**config.mk**
```make
export PLATFORM = sky130hd
export DESIGN_NAME = field_move_cycle_timing
export DESIGN_NICKNAME = d
export VERILOG_FILES = /design/src/logic/field_align_classify.v /design/src/logic/field_move_cycle_timing.v
export VERILOG_INCLUDE_DIRS = /design/src /design/src/logic
export SDC_FILE = /design/constraint.sdc
export NUM_CORES = 1
export LEC_CHECK = 0
export ABC_AREA = 1
export BUFFER_PORTS_ARGS = -buffer_cell sky130_fd_sc_hd__buf_2
export CORE_MARGIN = 4
export CORE_UTILIZATION = 40
export CTS_CLUSTER_SIZE = 40
export DETAILED_ROUTE_END_ITERATION = 7
export SYNTH_ARGS = -nofsm -noshare
export SYNTH_HDL_FRONTEND = slang
export SYNTH_SLANG_ARGS = --single-unit
```
**constraint.sdc**
```tcl
create_clock -name ref_clk -period 2 [get_ports ref_clk]
set_input_delay 0.4 -clock ref_clk [delete_from_list [all_inputs] [get_ports ref_clk]]
set_output_delay 0.4 -clock ref_clk [all_outputs]
set_load 0.1 [all_outputs]
```
**src/logic/field_move_defs.vh**
```
// constants for the field move cycle timing block
// What this block does
// [RL1] class A: sixteen bits wide, start and end on word boundaries
// [RL2] under sixteen bits: B1 end aligned, B2 start aligned, else B3
// [RL3] class B3 only inside one word, so at most fourteen bits
// [RL4] class C: thirty-two bits wide, start and end on word boundaries
// [RL5] class D: over sixteen bits, start unaligned, end on a word end
// [RL6] class E: over sixteen bits, start aligned, end not on a word end
// [RL7] class F crosses one boundary unaligned; class G crosses two, 18 to 32 bits
// [RL8] memory-to-register moves carry no hidden write states
// [RL9] indirect long load: 3,5,7 on cache hit and 6,8,10 cache disabled
// [RL10] a sign-extending load costs one more state
// [RL11] indirect long store: one visible plus 1,3,5,7,9 hidden by class
// [RL12] each entry gives hit and disabled counts, hidden states kept apart
// [RL13] memory-to-memory column index comes from source and destination classes
// [RL14] indirect long copy: 3+(1),7 at index 1 up to 9+(9),21 at 13
// [RL15] duration depends on cache state, field size and word alignment
// [RL16] external delays such as wait states lengthen actual execution
// [RL17] hidden writes overlap later work; bus users stall; at most nine pending; here no request is taken until none are pending
// [RL18] report visible and hidden counts for every form, class and cache case
`ifndef FIELD_MOVE_DEFS_VH
`define FIELD_MOVE_DEFS_VH

// ----------------------------------------
// alignment classes
// ----------------------------------------
`define ALN_A 3'h0
`define ALN_B 3'h1
`define ALN_C 3'h2
`define ALN_D 3'h3
`define ALN_E 3'h4
`define ALN_F 3'h5
`define ALN_G 3'h6
`define SUB_NONE 2'h0
`define SUB_B1 2'h1
`define SUB_B2 2'h2
`define SUB_B3 2'h3
`define WORD_BITS 6'h10
`define LONG_BITS 6'h20

// ----------------------------------------
// move kinds and form counts
// ----------------------------------------
`define KIND_M2R 2'h0
`define KIND_R2M 2'h1
`define KIND_M2M 2'h2
`define M2R_FORMS 4'h8
`define R2M_FORMS 4'h8
`define M2M_FORMS 4'hA
`define SIGN_EXT_STATES 6'h01

// ----------------------------------------
// entry layout: visible, hidden, cache disabled
// ----------------------------------------
`define ENT_VIS_LSB 12
`define ENT_HID_LSB 8
`define ENT_DIS_LSB 0
`define ENT_BITS 16

// ----------------------------------------
// reset values
// ----------------------------------------
`define RST_PENDING 4'h0
`define RST_COUNT 6'h00
`define RST_INDEX 4'h0

// ----------------------------------------
// load rows: A or B, C to F, G
// ----------------------------------------
`define M2R_ROW0 48'h3006_5008_0000
`define M2R_ROW1 48'h500B_700D_0000
`define M2R_ROW2 48'h500E_7010_0000
`define M2R_ROW3 48'h3006_5008_700A
`define M2R_ROW4 48'h3006_5008_700A
`define M2R_ROW5 48'h4007_6009_800B
`define M2R_ROW6 48'h500B_700D_900F
`define M2R_ROW7 48'h500E_7010_9013

// ----------------------------------------
// store rows: A, B or C, D or E, F, G
// ----------------------------------------
`define R2M_ROW0 80'h0000_1307_0000_170B_0000
`define R2M_ROW1 80'h0000_3307_0000_370D_0000
`define R2M_ROW2 80'h0000_1307_0000_370D_0000
`define R2M_ROW3 80'h1105_1307_1509_170B_190D
`define R2M_ROW4 80'h1105_1307_1509_170B_190D
`define R2M_ROW5 80'h2106_2308_250A_270C_290E
`define R2M_ROW6 80'h3107_3309_350B_370D_390F
`define R2M_ROW7 80'h3107_3309_350B_370D_390F

// ----------------------------------------
// copy rows: index 1 in the top entry
// ----------------------------------------
`define M2M_ROW0 208'h0000_3307_370D_0000_530B_0000_0000_570F_0000_0000_0000_0000_0000
`define M2M_ROW1 208'h0000_5307_5715_0000_630D_0000_0000_7713_0000_0000_0000_0000_0000
`define M2M_ROW2 208'h0000_7307_771D_0000_630C_0000_0000_971B_0000_0000_0000_0000_0000
`define M2M_ROW3 208'h3107_3309_370D_5109_530B_530B_550D_570F_5911_730D_750F_5711_9915
`define M2M_ROW4 208'h4007_4209_460D_6009_620B_620B_640D_660F_6811_820D_840F_6611_A815
`define M2M_ROW5 208'h4108_430A_470E_610A_630C_630C_650E_670F_6912_830E_8510_6712_A916
`define M2M_ROW6 208'h510C_530E_5712_710E_7310_730D_750F_7710_7913_9312_9514_7716_B91A
`define M2M_ROW7 208'h510F_5311_5715_7111_7313_7310_7512_7713_7916_9315_9517_7719_B91D
`define M2M_ROW8 208'h510F_5311_5715_7111_7313_7310_7512_7713_7916_9315_9517_7719_B91D
`define M2M_ROW9 208'h7117_7319_771D_9119_931B_9318_951A_971B_991E_B31D_B51F_9721_D925
`define M2M_ENTRIES 4'hD

// ----------------------------------------
// copy index by source class, destination A in top nibble
// ----------------------------------------
`define IDX_SRC_A 28'h1000030
`define IDX_SRC_B 28'h0200031
`define IDX_SRC_C 28'h0060009
`define IDX_SRC_D 28'h0007789
`define IDX_SRC_E 28'h0007789
`define IDX_SRC_F 28'h4507789
`define IDX_SRC_G 28'h00ABBCD

`endif

```
**src/logic/field_align_classify.v**
```verilog
// field alignment class from bit offset and field size
`timescale 1ns/100ps
`default_nettype none
`include "field_move_defs.vh"

module field_align_classify (
    input  wire [3:0] bit_offset,
    input  wire [5:0] field_size,
    output reg  [2:0] align_class,
    output reg  [1:0] b_subcase,
    output reg        size_ok
);

    wire [6:0] end_sum;
    wire [6:0] last_bit;
    wire       start_al;
    wire       end_al;
    wire [1:0] last_word;

    assign end_sum   = {3'h0, bit_offset} + {1'h0, field_size};
    assign last_bit  = end_sum - 7'h01;
    assign start_al  = (bit_offset == 4'h0);
    assign end_al    = (end_sum[3:0] == 4'h0);
    assign last_word = last_bit[5:4];

    always @* begin
        align_class = `ALN_A;
        b_subcase   = `SUB_NONE;
        size_ok     = (field_size != 6'h00) && (field_size <= `LONG_BITS);
        if ((field_size == `WORD_BITS) && start_al) begin
            align_class = `ALN_A;                                 // RL1
        end else if ((field_size == `LONG_BITS) && start_al) begin
            align_class = `ALN_C;                                 // RL4
        end else if (field_size < `WORD_BITS) begin
            align_class = `ALN_B;                                 // RL2
            if (!start_al && end_al) begin
                b_subcase = `SUB_B1;                              // RL2
            end else if (start_al) begin
                b_subcase = `SUB_B2;                              // RL2
            end else if (last_word == 2'h0) begin
                // one word holds at most fourteen bits
                b_subcase = `SUB_B3;                              // RL3
            end else begin
                align_class = `ALN_F;                             // RL7
            end
        end else if (!start_al && end_al) begin
            align_class = `ALN_D;                                 // RL5
        end else if (start_al) begin
            align_class = `ALN_E;                                 // RL6
        end else if (last_word == 2'h1) begin
            align_class = `ALN_F;                                 // RL7
        end else begin
            align_class = `ALN_G;                                 // RL7
        end
    end

endmodule // field_align_classify
`default_nettype wire

```
**src/logic/field_move_cycle_timing.v**
```verilog
// field move cycle timing: class, table lookup and hidden write tracking
`timescale 1ns/100ps
`default_nettype none
`include "field_move_defs.vh"

module field_move_cycle_timing (
    input  wire       ref_clk,
    input  wire       rst_b,
    input  wire       req_valid,
    input  wire [1:0] req_kind,
    input  wire [3:0] req_form,
    input  wire [3:0] src_offset,
    input  wire [3:0] dst_offset,
    input  wire [5:0] field_size,
    input  wire       cache_off,
    input  wire       sign_ext,
    input  wire       ext_wait,
    output wire       req_ready,
    output wire       res_valid,
    output wire       res_na,
    output wire [5:0] res_visible,
    output wire [3:0] res_hidden,
    output wire [2:0] res_src_class,
    output wire [2:0] res_dst_class,
    output wire [1:0] res_src_sub,
    output wire [1:0] res_dst_sub,
    output wire [3:0] res_index,
    output wire [3:0] hidden_pending,
    output wire       hidden_busy
);

    // ----------------------------------------
    // reset release
    // ----------------------------------------
    reg        rst_meta_b_r;
    reg        rst_sync_b_r;

    always @(posedge ref_clk or negedge rst_b) begin
        if (!rst_b) begin
            rst_meta_b_r <= 1'b0;
            rst_sync_b_r <= 1'b0;
        end else begin
            rst_meta_b_r <= 1'b1;
            rst_sync_b_r <= rst_meta_b_r;
        end
    end

    // ----------------------------------------
    // field classification
    // ----------------------------------------
    wire [2:0] src_class;
    wire [2:0] dst_class;
    wire [1:0] src_sub;
    wire [1:0] dst_sub;
    wire       src_ok;
    wire       dst_ok;

    field_align_classify u_src_class (
        .bit_offset  (src_offset),
        .field_size  (field_size),
        .align_class (src_class),
        .b_subcase   (src_sub),
        .size_ok     (src_ok)
    );

    field_align_classify u_dst_class (
        .bit_offset  (dst_offset),
        .field_size  (field_size),
        .align_class (dst_class),
        .b_subcase   (dst_sub),
        .size_ok     (dst_ok)
    );

    // ----------------------------------------
    // copy column index
    // ----------------------------------------
    reg [27:0] idx_row;
    reg [3:0]  copy_index;
    reg [4:0]  idx_pos;

    always @* begin
        idx_row = 28'h0000000;
        case (src_class)
            `ALN_A: idx_row = `IDX_SRC_A;  // RL13
            `ALN_B: idx_row = `IDX_SRC_B;  // RL13
            `ALN_C: idx_row = `IDX_SRC_C;  // RL13
            `ALN_D: idx_row = `IDX_SRC_D;  // RL13
            `ALN_E: idx_row = `IDX_SRC_E;  // RL13
            `ALN_F: idx_row = `IDX_SRC_F;  // RL13
            `ALN_G: idx_row = `IDX_SRC_G;  // RL13
            default: idx_row = 28'h0000000;
        endcase
        idx_pos    = {(3'h6 - dst_class), 2'h0};
        copy_index = idx_row[idx_pos +: 4];  // RL13
    end

    // ----------------------------------------
    // load and store columns
    // ----------------------------------------
    reg [1:0] m2r_col;
    reg [2:0] r2m_col;

    always @* begin
        case (src_class)
            `ALN_A, `ALN_B: m2r_col = 2'h0;
            `ALN_G:         m2r_col = 2'h2;
            default:        m2r_col = 2'h1;
        endcase
        case (dst_class)
            `ALN_A:         r2m_col = 3'h0;
            `ALN_B, `ALN_C: r2m_col = 3'h1;
            `ALN_D, `ALN_E: r2m_col = 3'h2;
            `ALN_F:         r2m_col = 3'h3;
            default:        r2m_col = 3'h4;
        endcase
    end

    // ----------------------------------------
    // table rows
    // ----------------------------------------
    reg [47:0]  m2r_row;
    reg [79:0]  r2m_row;
    reg [207:0] m2m_row;

    always @* begin
        case (req_form[2:0])
            3'h0: m2r_row = `M2R_ROW0;
            3'h1: m2r_row = `M2R_ROW1;
            3'h2: m2r_row = `M2R_ROW2;
            3'h3: m2r_row = `M2R_ROW3;  // RL9
            3'h4: m2r_row = `M2R_ROW4;  // RL9
            3'h5: m2r_row = `M2R_ROW5;
            3'h6: m2r_row = `M2R_ROW6;
            default: m2r_row = `M2R_ROW7;
        endcase
        case (req_form[2:0])
            3'h0: r2m_row = `R2M_ROW0;
            3'h1: r2m_row = `R2M_ROW1;
            3'h2: r2m_row = `R2M_ROW2;
            3'h3: r2m_row = `R2M_ROW3;  // RL11
            3'h4: r2m_row = `R2M_ROW4;  // RL11
            3'h5: r2m_row = `R2M_ROW5;
            3'h6: r2m_row = `R2M_ROW6;
            default: r2m_row = `R2M_ROW7;
        endcase
        case (req_form)
            4'h0: m2m_row = `M2M_ROW0;
            4'h1: m2m_row = `M2M_ROW1;
            4'h2: m2m_row = `M2M_ROW2;
            4'h3: m2m_row = `M2M_ROW3;  // RL14
            4'h4: m2m_row = `M2M_ROW4;
            4'h5: m2m_row = `M2M_ROW5;
            4'h6: m2m_row = `M2M_ROW6;
            4'h7: m2m_row = `M2M_ROW7;
            4'h8: m2m_row = `M2M_ROW8;
            4'h9: m2m_row = `M2M_ROW9;
            default: m2m_row = 208'h0;
        endcase
    end

    // ----------------------------------------
    // entry lookup
    // ----------------------------------------
    reg [15:0] entry;
    reg [7:0]  ent_pos;
    reg        form_ok;
    reg        field_ok;

    always @* begin
        entry    = 16'h0000;
        ent_pos  = 8'h00;
        form_ok  = 1'b0;
        field_ok = 1'b0;
        case (req_kind)
            `KIND_M2R: begin
                form_ok  = (req_form < `M2R_FORMS);
                field_ok = src_ok;
                ent_pos  = {2'h0, (2'h2 - m2r_col), 4'h0};
                entry    = m2r_row[ent_pos[5:0] +: 16];  // RL15
            end
            `KIND_R2M: begin
                form_ok  = (req_form < `R2M_FORMS);
                field_ok = dst_ok;
                ent_pos  = {1'h0, (3'h4 - r2m_col), 4'h0};
                entry    = r2m_row[ent_pos[6:0] +: 16];  // RL15
            end
            `KIND_M2M: begin
                form_ok  = (req_form < `M2M_FORMS) && (copy_index != 4'h0);
                field_ok = src_ok && dst_ok;
                ent_pos  = {(`M2M_ENTRIES - copy_index), 4'h0};
                entry    = m2m_row[ent_pos +: 16];  // RL13
            end
            default: begin
                entry = 16'h0000;
            end
        endcase
    end

    // ----------------------------------------
    // counts for the chosen cache case
    // ----------------------------------------
    wire [3:0] ent_vis;
    wire [3:0] ent_hid;
    wire [7:0] ent_dis;
    reg        na_nxt;
    reg  [5:0] vis_nxt;
    reg  [3:0] hid_nxt;
    reg  [5:0] extra;

    assign ent_vis = entry[`ENT_VIS_LSB +: 4];
    assign ent_hid = entry[`ENT_HID_LSB +: 4];
    assign ent_dis = entry[`ENT_DIS_LSB +: 8];

    always @* begin
        na_nxt  = !form_ok || !field_ok || (entry == 16'h0000);
        extra   = 6'h00;
        vis_nxt = `RST_COUNT;
        hid_nxt = 4'h0;
        if ((req_kind == `KIND_M2R) && sign_ext) begin
            extra = `SIGN_EXT_STATES;  // RL10
        end
        if (!na_nxt) begin
            if (cache_off) begin
                // disabled count includes the writes
                vis_nxt = ent_dis[5:0] + extra;  // RL12
            end else begin
                vis_nxt = {2'h0, ent_vis} + extra;  // RL12
                hid_nxt = ent_hid;                  // RL11
            end
            if (req_kind == `KIND_M2R) begin
                hid_nxt = 4'h0;  // RL8
            end
        end
    end

    // ----------------------------------------
    // hidden write tracking
    // ----------------------------------------
    reg  [3:0] pending_r;
    reg  [3:0] pending_nxt;
    reg        ready_r;
    wire       accept;

    assign accept = req_valid && ready_r;  // RL17

    always @* begin
        pending_nxt = pending_r;
        if (accept && !na_nxt) begin
            pending_nxt = hid_nxt;  // RL17
        end else if ((pending_r != 4'h0) && !ext_wait) begin
            pending_nxt = pending_r - 4'h1;  // RL16
        end
    end

    // ----------------------------------------
    // result registers
    // ----------------------------------------
    reg       valid_r;
    reg       na_r;
    reg [5:0] vis_r;
    reg [3:0] hid_r;
    reg [2:0] src_class_r;
    reg [2:0] dst_class_r;
    reg [1:0] src_sub_r;
    reg [1:0] dst_sub_r;
    reg [3:0] index_r;
    reg       busy_r;

    always @(posedge ref_clk or negedge rst_sync_b_r) begin
        if (!rst_sync_b_r) begin
            pending_r   <= `RST_PENDING;
            ready_r     <= 1'b0;
            busy_r      <= 1'b0;
            valid_r     <= 1'b0;
            na_r        <= 1'b0;
            vis_r       <= `RST_COUNT;
            hid_r       <= 4'h0;
            src_class_r <= `ALN_A;
            dst_class_r <= `ALN_A;
            src_sub_r   <= `SUB_NONE;
            dst_sub_r   <= `SUB_NONE;
            index_r     <= `RST_INDEX;
        end else begin
            pending_r <= pending_nxt;
            // moves wait out pending writes
            ready_r   <= (pending_nxt == 4'h0);  // RL17
            busy_r    <= (pending_nxt != 4'h0);  // RL17
            valid_r   <= accept;
            if (accept) begin
                na_r        <= na_nxt;
                vis_r       <= vis_nxt;   // RL18
                hid_r       <= hid_nxt;   // RL18
                src_class_r <= src_class;
                dst_class_r <= dst_class;
                src_sub_r   <= src_sub;
                dst_sub_r   <= dst_sub;
                index_r     <= (req_kind == `KIND_M2M) ? copy_index : `RST_INDEX;
            end
        end
    end

    assign req_ready      = ready_r;
    assign res_valid      = valid_r;
    assign res_na         = na_r;
    assign res_visible    = vis_r;
    assign res_hidden     = hid_r;
    assign res_src_class  = src_class_r;
    assign res_dst_class  = dst_class_r;
    assign res_src_sub    = src_sub_r;
    assign res_dst_sub    = dst_sub_r;
    assign res_index      = index_r;
    assign hidden_pending = pending_r;
    assign hidden_busy    = busy_r;

endmodule // field_move_cycle_timing
`default_nettype wire

```
==> summary.txt <==
Status
  – Status: complete, but fails checks
  – Violated checks: setup timing

Clock network
  – Worst-path clk slew: 50 ps
  – Longest Clk Path Bufs: 2
  – CTS buffer count: 5
  – Root Buffer: clkbuf_16
  – Clk sinks: 34
  – Number of levels in the clock H-tree: 2
  – Skew-Pair Late Insertion Delay: 270 ps
  – TritonCTS clock tree: built

Placement
  – GPL Wtd Cong: 1.04
  – Placement Setup Slack: -2600 ps
  – Hpwl dp: 14600 um
  – Port Buffers: 57

Timing
  – RSZ-0062 raised after global routing: true
  – Final worst path period share: 215%
  – Final setup vio count: 24
  – Final setup skew: 4.20 ps
  – Max-Slew Margin vs Limit: 67.3%
  – Slew Limit Fails: 0
  – Setup ws final: -2300 ps
  – Worst-margin pin slew: 485 ps
  – Min Hold Slack: 271 ps
  – Final-report hold violation count: 0
  – Tmin final: 4300 ps
  – Max frequency: 0.232 GHz

Critical path
  – CP Data Arrival Time: 4460 ps
  – Slowest library cell on the worst path: fa_2
  – Reg-to-Reg Start: hidden_pending[0]
  – Crit Path Category: in -> reg
  – Critical path capture point type: flop
  – Req. time, crit path: 2150 ps
  – Max FO, Critical Path: 6
  – Worst reg2reg path depth: 12
  – Worst Setup SP: field_size[0]
  – CP Launch Type: input pin
  – Largest stage delay, worst path: 390 ps

Die
  – Core region area: 12100 um2
  – Die area: 14300 um2
  – Die Height: 120 um
  – Width of the die: 120 um
  – Num ports: 58
  – Row cnt: 40
  – Starting Density: 41.2%

GRT
  – Vias in the first global route: 6233
  – Initial antenna violation count: 0
  – Grt met2 use: 41.5%
  – First-pass GRT wire length: 30000 um
  – GRT Residual Overflow: 0
  – Met1 usage: 35.8%
  – Overall routing resource usage: 25.2%
  – Top Usage Layer GRT: met2
  – Met3 global-route usage: 2.97%
  – Largest net degree at the start of global routing: 33

Finish
  – Share of layout cells above drive strength 1: 41.1%
  – Fillcell total: 1127
  – Layout area overhead: 59.9%
  – Final layout net count: 1207
  – Ant. Diodes: 0

Yosys
  – Synth Flop Type: dfrtp_1
  – Register area share after synthesis: 17.1%
  – Cell Area, Synth: 4980 um2
  – FFs w/ async S/R, synth: 100%
  – Yosys warns: 0
  – Post-Syn Instances: 852
  – Syn nets: 906
  – #FFs+latches synth: 34
  – Post-synth EDFFs: 0
  – Avg Cell Area, Syn: 5.85 um2
  – Post-synth cell types: 48

Routing
  – Remaining DRCs: 0
  – Routed len/inst: 13.9 um
  – DRT iter0 DRCs: 423
  – Total wire length: 18300 um
  – Routed Antenna Nets: 0
  – Via Count: 6518
  – First drt pass iteration count: 5
  – Via density: 4.93

Power and ir drop
  – LEAKAGE: 4.36 nW
  – Peak VDD IR: 870 uV
  – PD cells: 1130 nW/um2

Worst hold path
  – Hold WC Path Type: reg -> async

Job
  – MaxCap Viol Count: 0
## power by group
group / internal, mW / switching (mW)
logic: 2.63 / 4.58
registers: 0.887 / 0.122
clock network: 0.492 / 0.270
total: 4.01 / 4.97
## logic make-up after synthesis
group / synth area share (%)
XOR/XNOR: 0.879
buffers and inverters: 11.9
flip-flops: 17.1
AO/OA/AOI/OAI: 12.4
AND/OR/NAND/NOR: 50.3
adder cells (fa/ha/maj): 7.33
other: 0.0752
## state kept, by name (all words and copies together) (netlist names)
signal,flops
res_na,1
req_ready,1
res_valid,1
rst_meta_b_r,1
rst_sync_b_r,1
res_dst_class,3
res_index,4
res_hidden,4
res_src_sub,2
hidden_pending,4
res_src_class,3
res_visible,6
res_dst_sub,2
hidden_busy,1
## metrics by stage
stage	area (um2)	utilization (%)	power (mW)	instances	setup TNS [ps]
6_report	7970	65.8	8.98	1322	-40810
5_1_grt	7970	65.8	9.59	1322	-45480
4_1_cts	7720	63.7	8.71	1314	-39360
3_5_place_dp	7210	59.6	7.36	1290	-49660
3_3_place_gp	7210	59.6	7.36	1290	-47410
2_1_floorplan	5080	-	5.38	852	-40580
## layout by cell type, fill, tap and decap left out, drive strengths merged
cell	Yosys	layout
a211oi	2	2
a21oi	34	34
a221oi	2	2
a22o	1	1
a22oi	1	1
a311oi	1	1
a31oi	2	2
a41oi	1	1
buf	11	310
clkbuf	8	6
clkinv	1	2
clkinvlp	0	1
conb	1	1
dfrtp	34	34
dlygate4sd3	0	1
fa	2	2
ha	26	26
inv	122	122
nand2	274	276
nand3	106	106
nand3b	4	4
nand4	18	18
nor2	119	119
nor3	10	10
nor3b	1	1
o2111ai	5	5
o211ai	4	4
o21ai	50	50
o221ai	1	1
o22ai	1	1
o31ai	1	1
or2	4	4
xnor2	3	3
xor2	2	2
## worst paths after layout
path	end	slack, ps
worst min register to register	res_hidden[1]	270
worst max register to register	req_ready	210
worst min-delay path	res_hidden[1]	270
worst max-delay path	hidden_busy	-2300
max in group asynchronous	res_visible[2]	1440
min in group ref_clk	rst_sync_b_r	370
## critical path, delay by kind of cell
| kind | cells | cell delay, ps |
|---|---|---|
| compound gates | 2 | 290 |
| simple gates | 20 | 2070 |
| buf+inv | 6 | 570 |
| fa+ha+maj | 4 | 1060 |
## repair_timing
| item | 4_1_cts | 5_1_grt |
|---|---|---|
| buffers inserted | 12 | 10 |
| hold buffers | 1 | 0 |
| pin swaps | 21 | 42 |
| endpoints found under the setup margin | 24 | 28 |
| hold endpoints to repair | 2 | 0 |
| resized for setup | 52 | 62 |
| cloned | 4 | 0 |
## cell usage after synthesis, types with 3 or more instances
cell type	number	area share [%]
o21ai_1	15	1.5
o211ai_1	4	0.60
xnor2_1	3	0.53
nor2_2	9	1.1
o21ai_0	35	3.5
nand3_4	5	1.8
a21oi_2	4	0.70
nand3_1	92	9.2
nand2_2	26	3.3
nor3_1	10	1.0
a21oi_1	30	3.0
nand3b_1	4	0.60
dfrtp_1	34	17
buf_4	3	0.45
buf_6	5	1.1
inv_2	16	1.2
o2111ai_1	5	0.88
clkbuf_1	8	0.60
inv_1	106	8.0
nand3_2	9	1.8
nand2_1	240	18
ha_1	26	6.5
nand2_4	7	1.6
nand4_1	17	2.1
nor2_1	109	8.2
## cell type report
cell class,count,area [um2],share of cell area (%)
clock inverters,2,12.5,0.157
repair buffers,311,2320,29.1
flip-flops and latches,34,851,10.7
well taps,168,210,2.64
multi-input cells,678,3950,49.6
inverters,123,487,6.11
clock buffers,6,139,1.74
## metal layers
layer  vias up  part of all wire (%)
met3        20                   6.6
met4         0                   1.5
met5         -                     0
met2       215                    45
met1      2921                    47
li1       3362                     -
No activity file was read; power rests on OpenSTA's default activity.
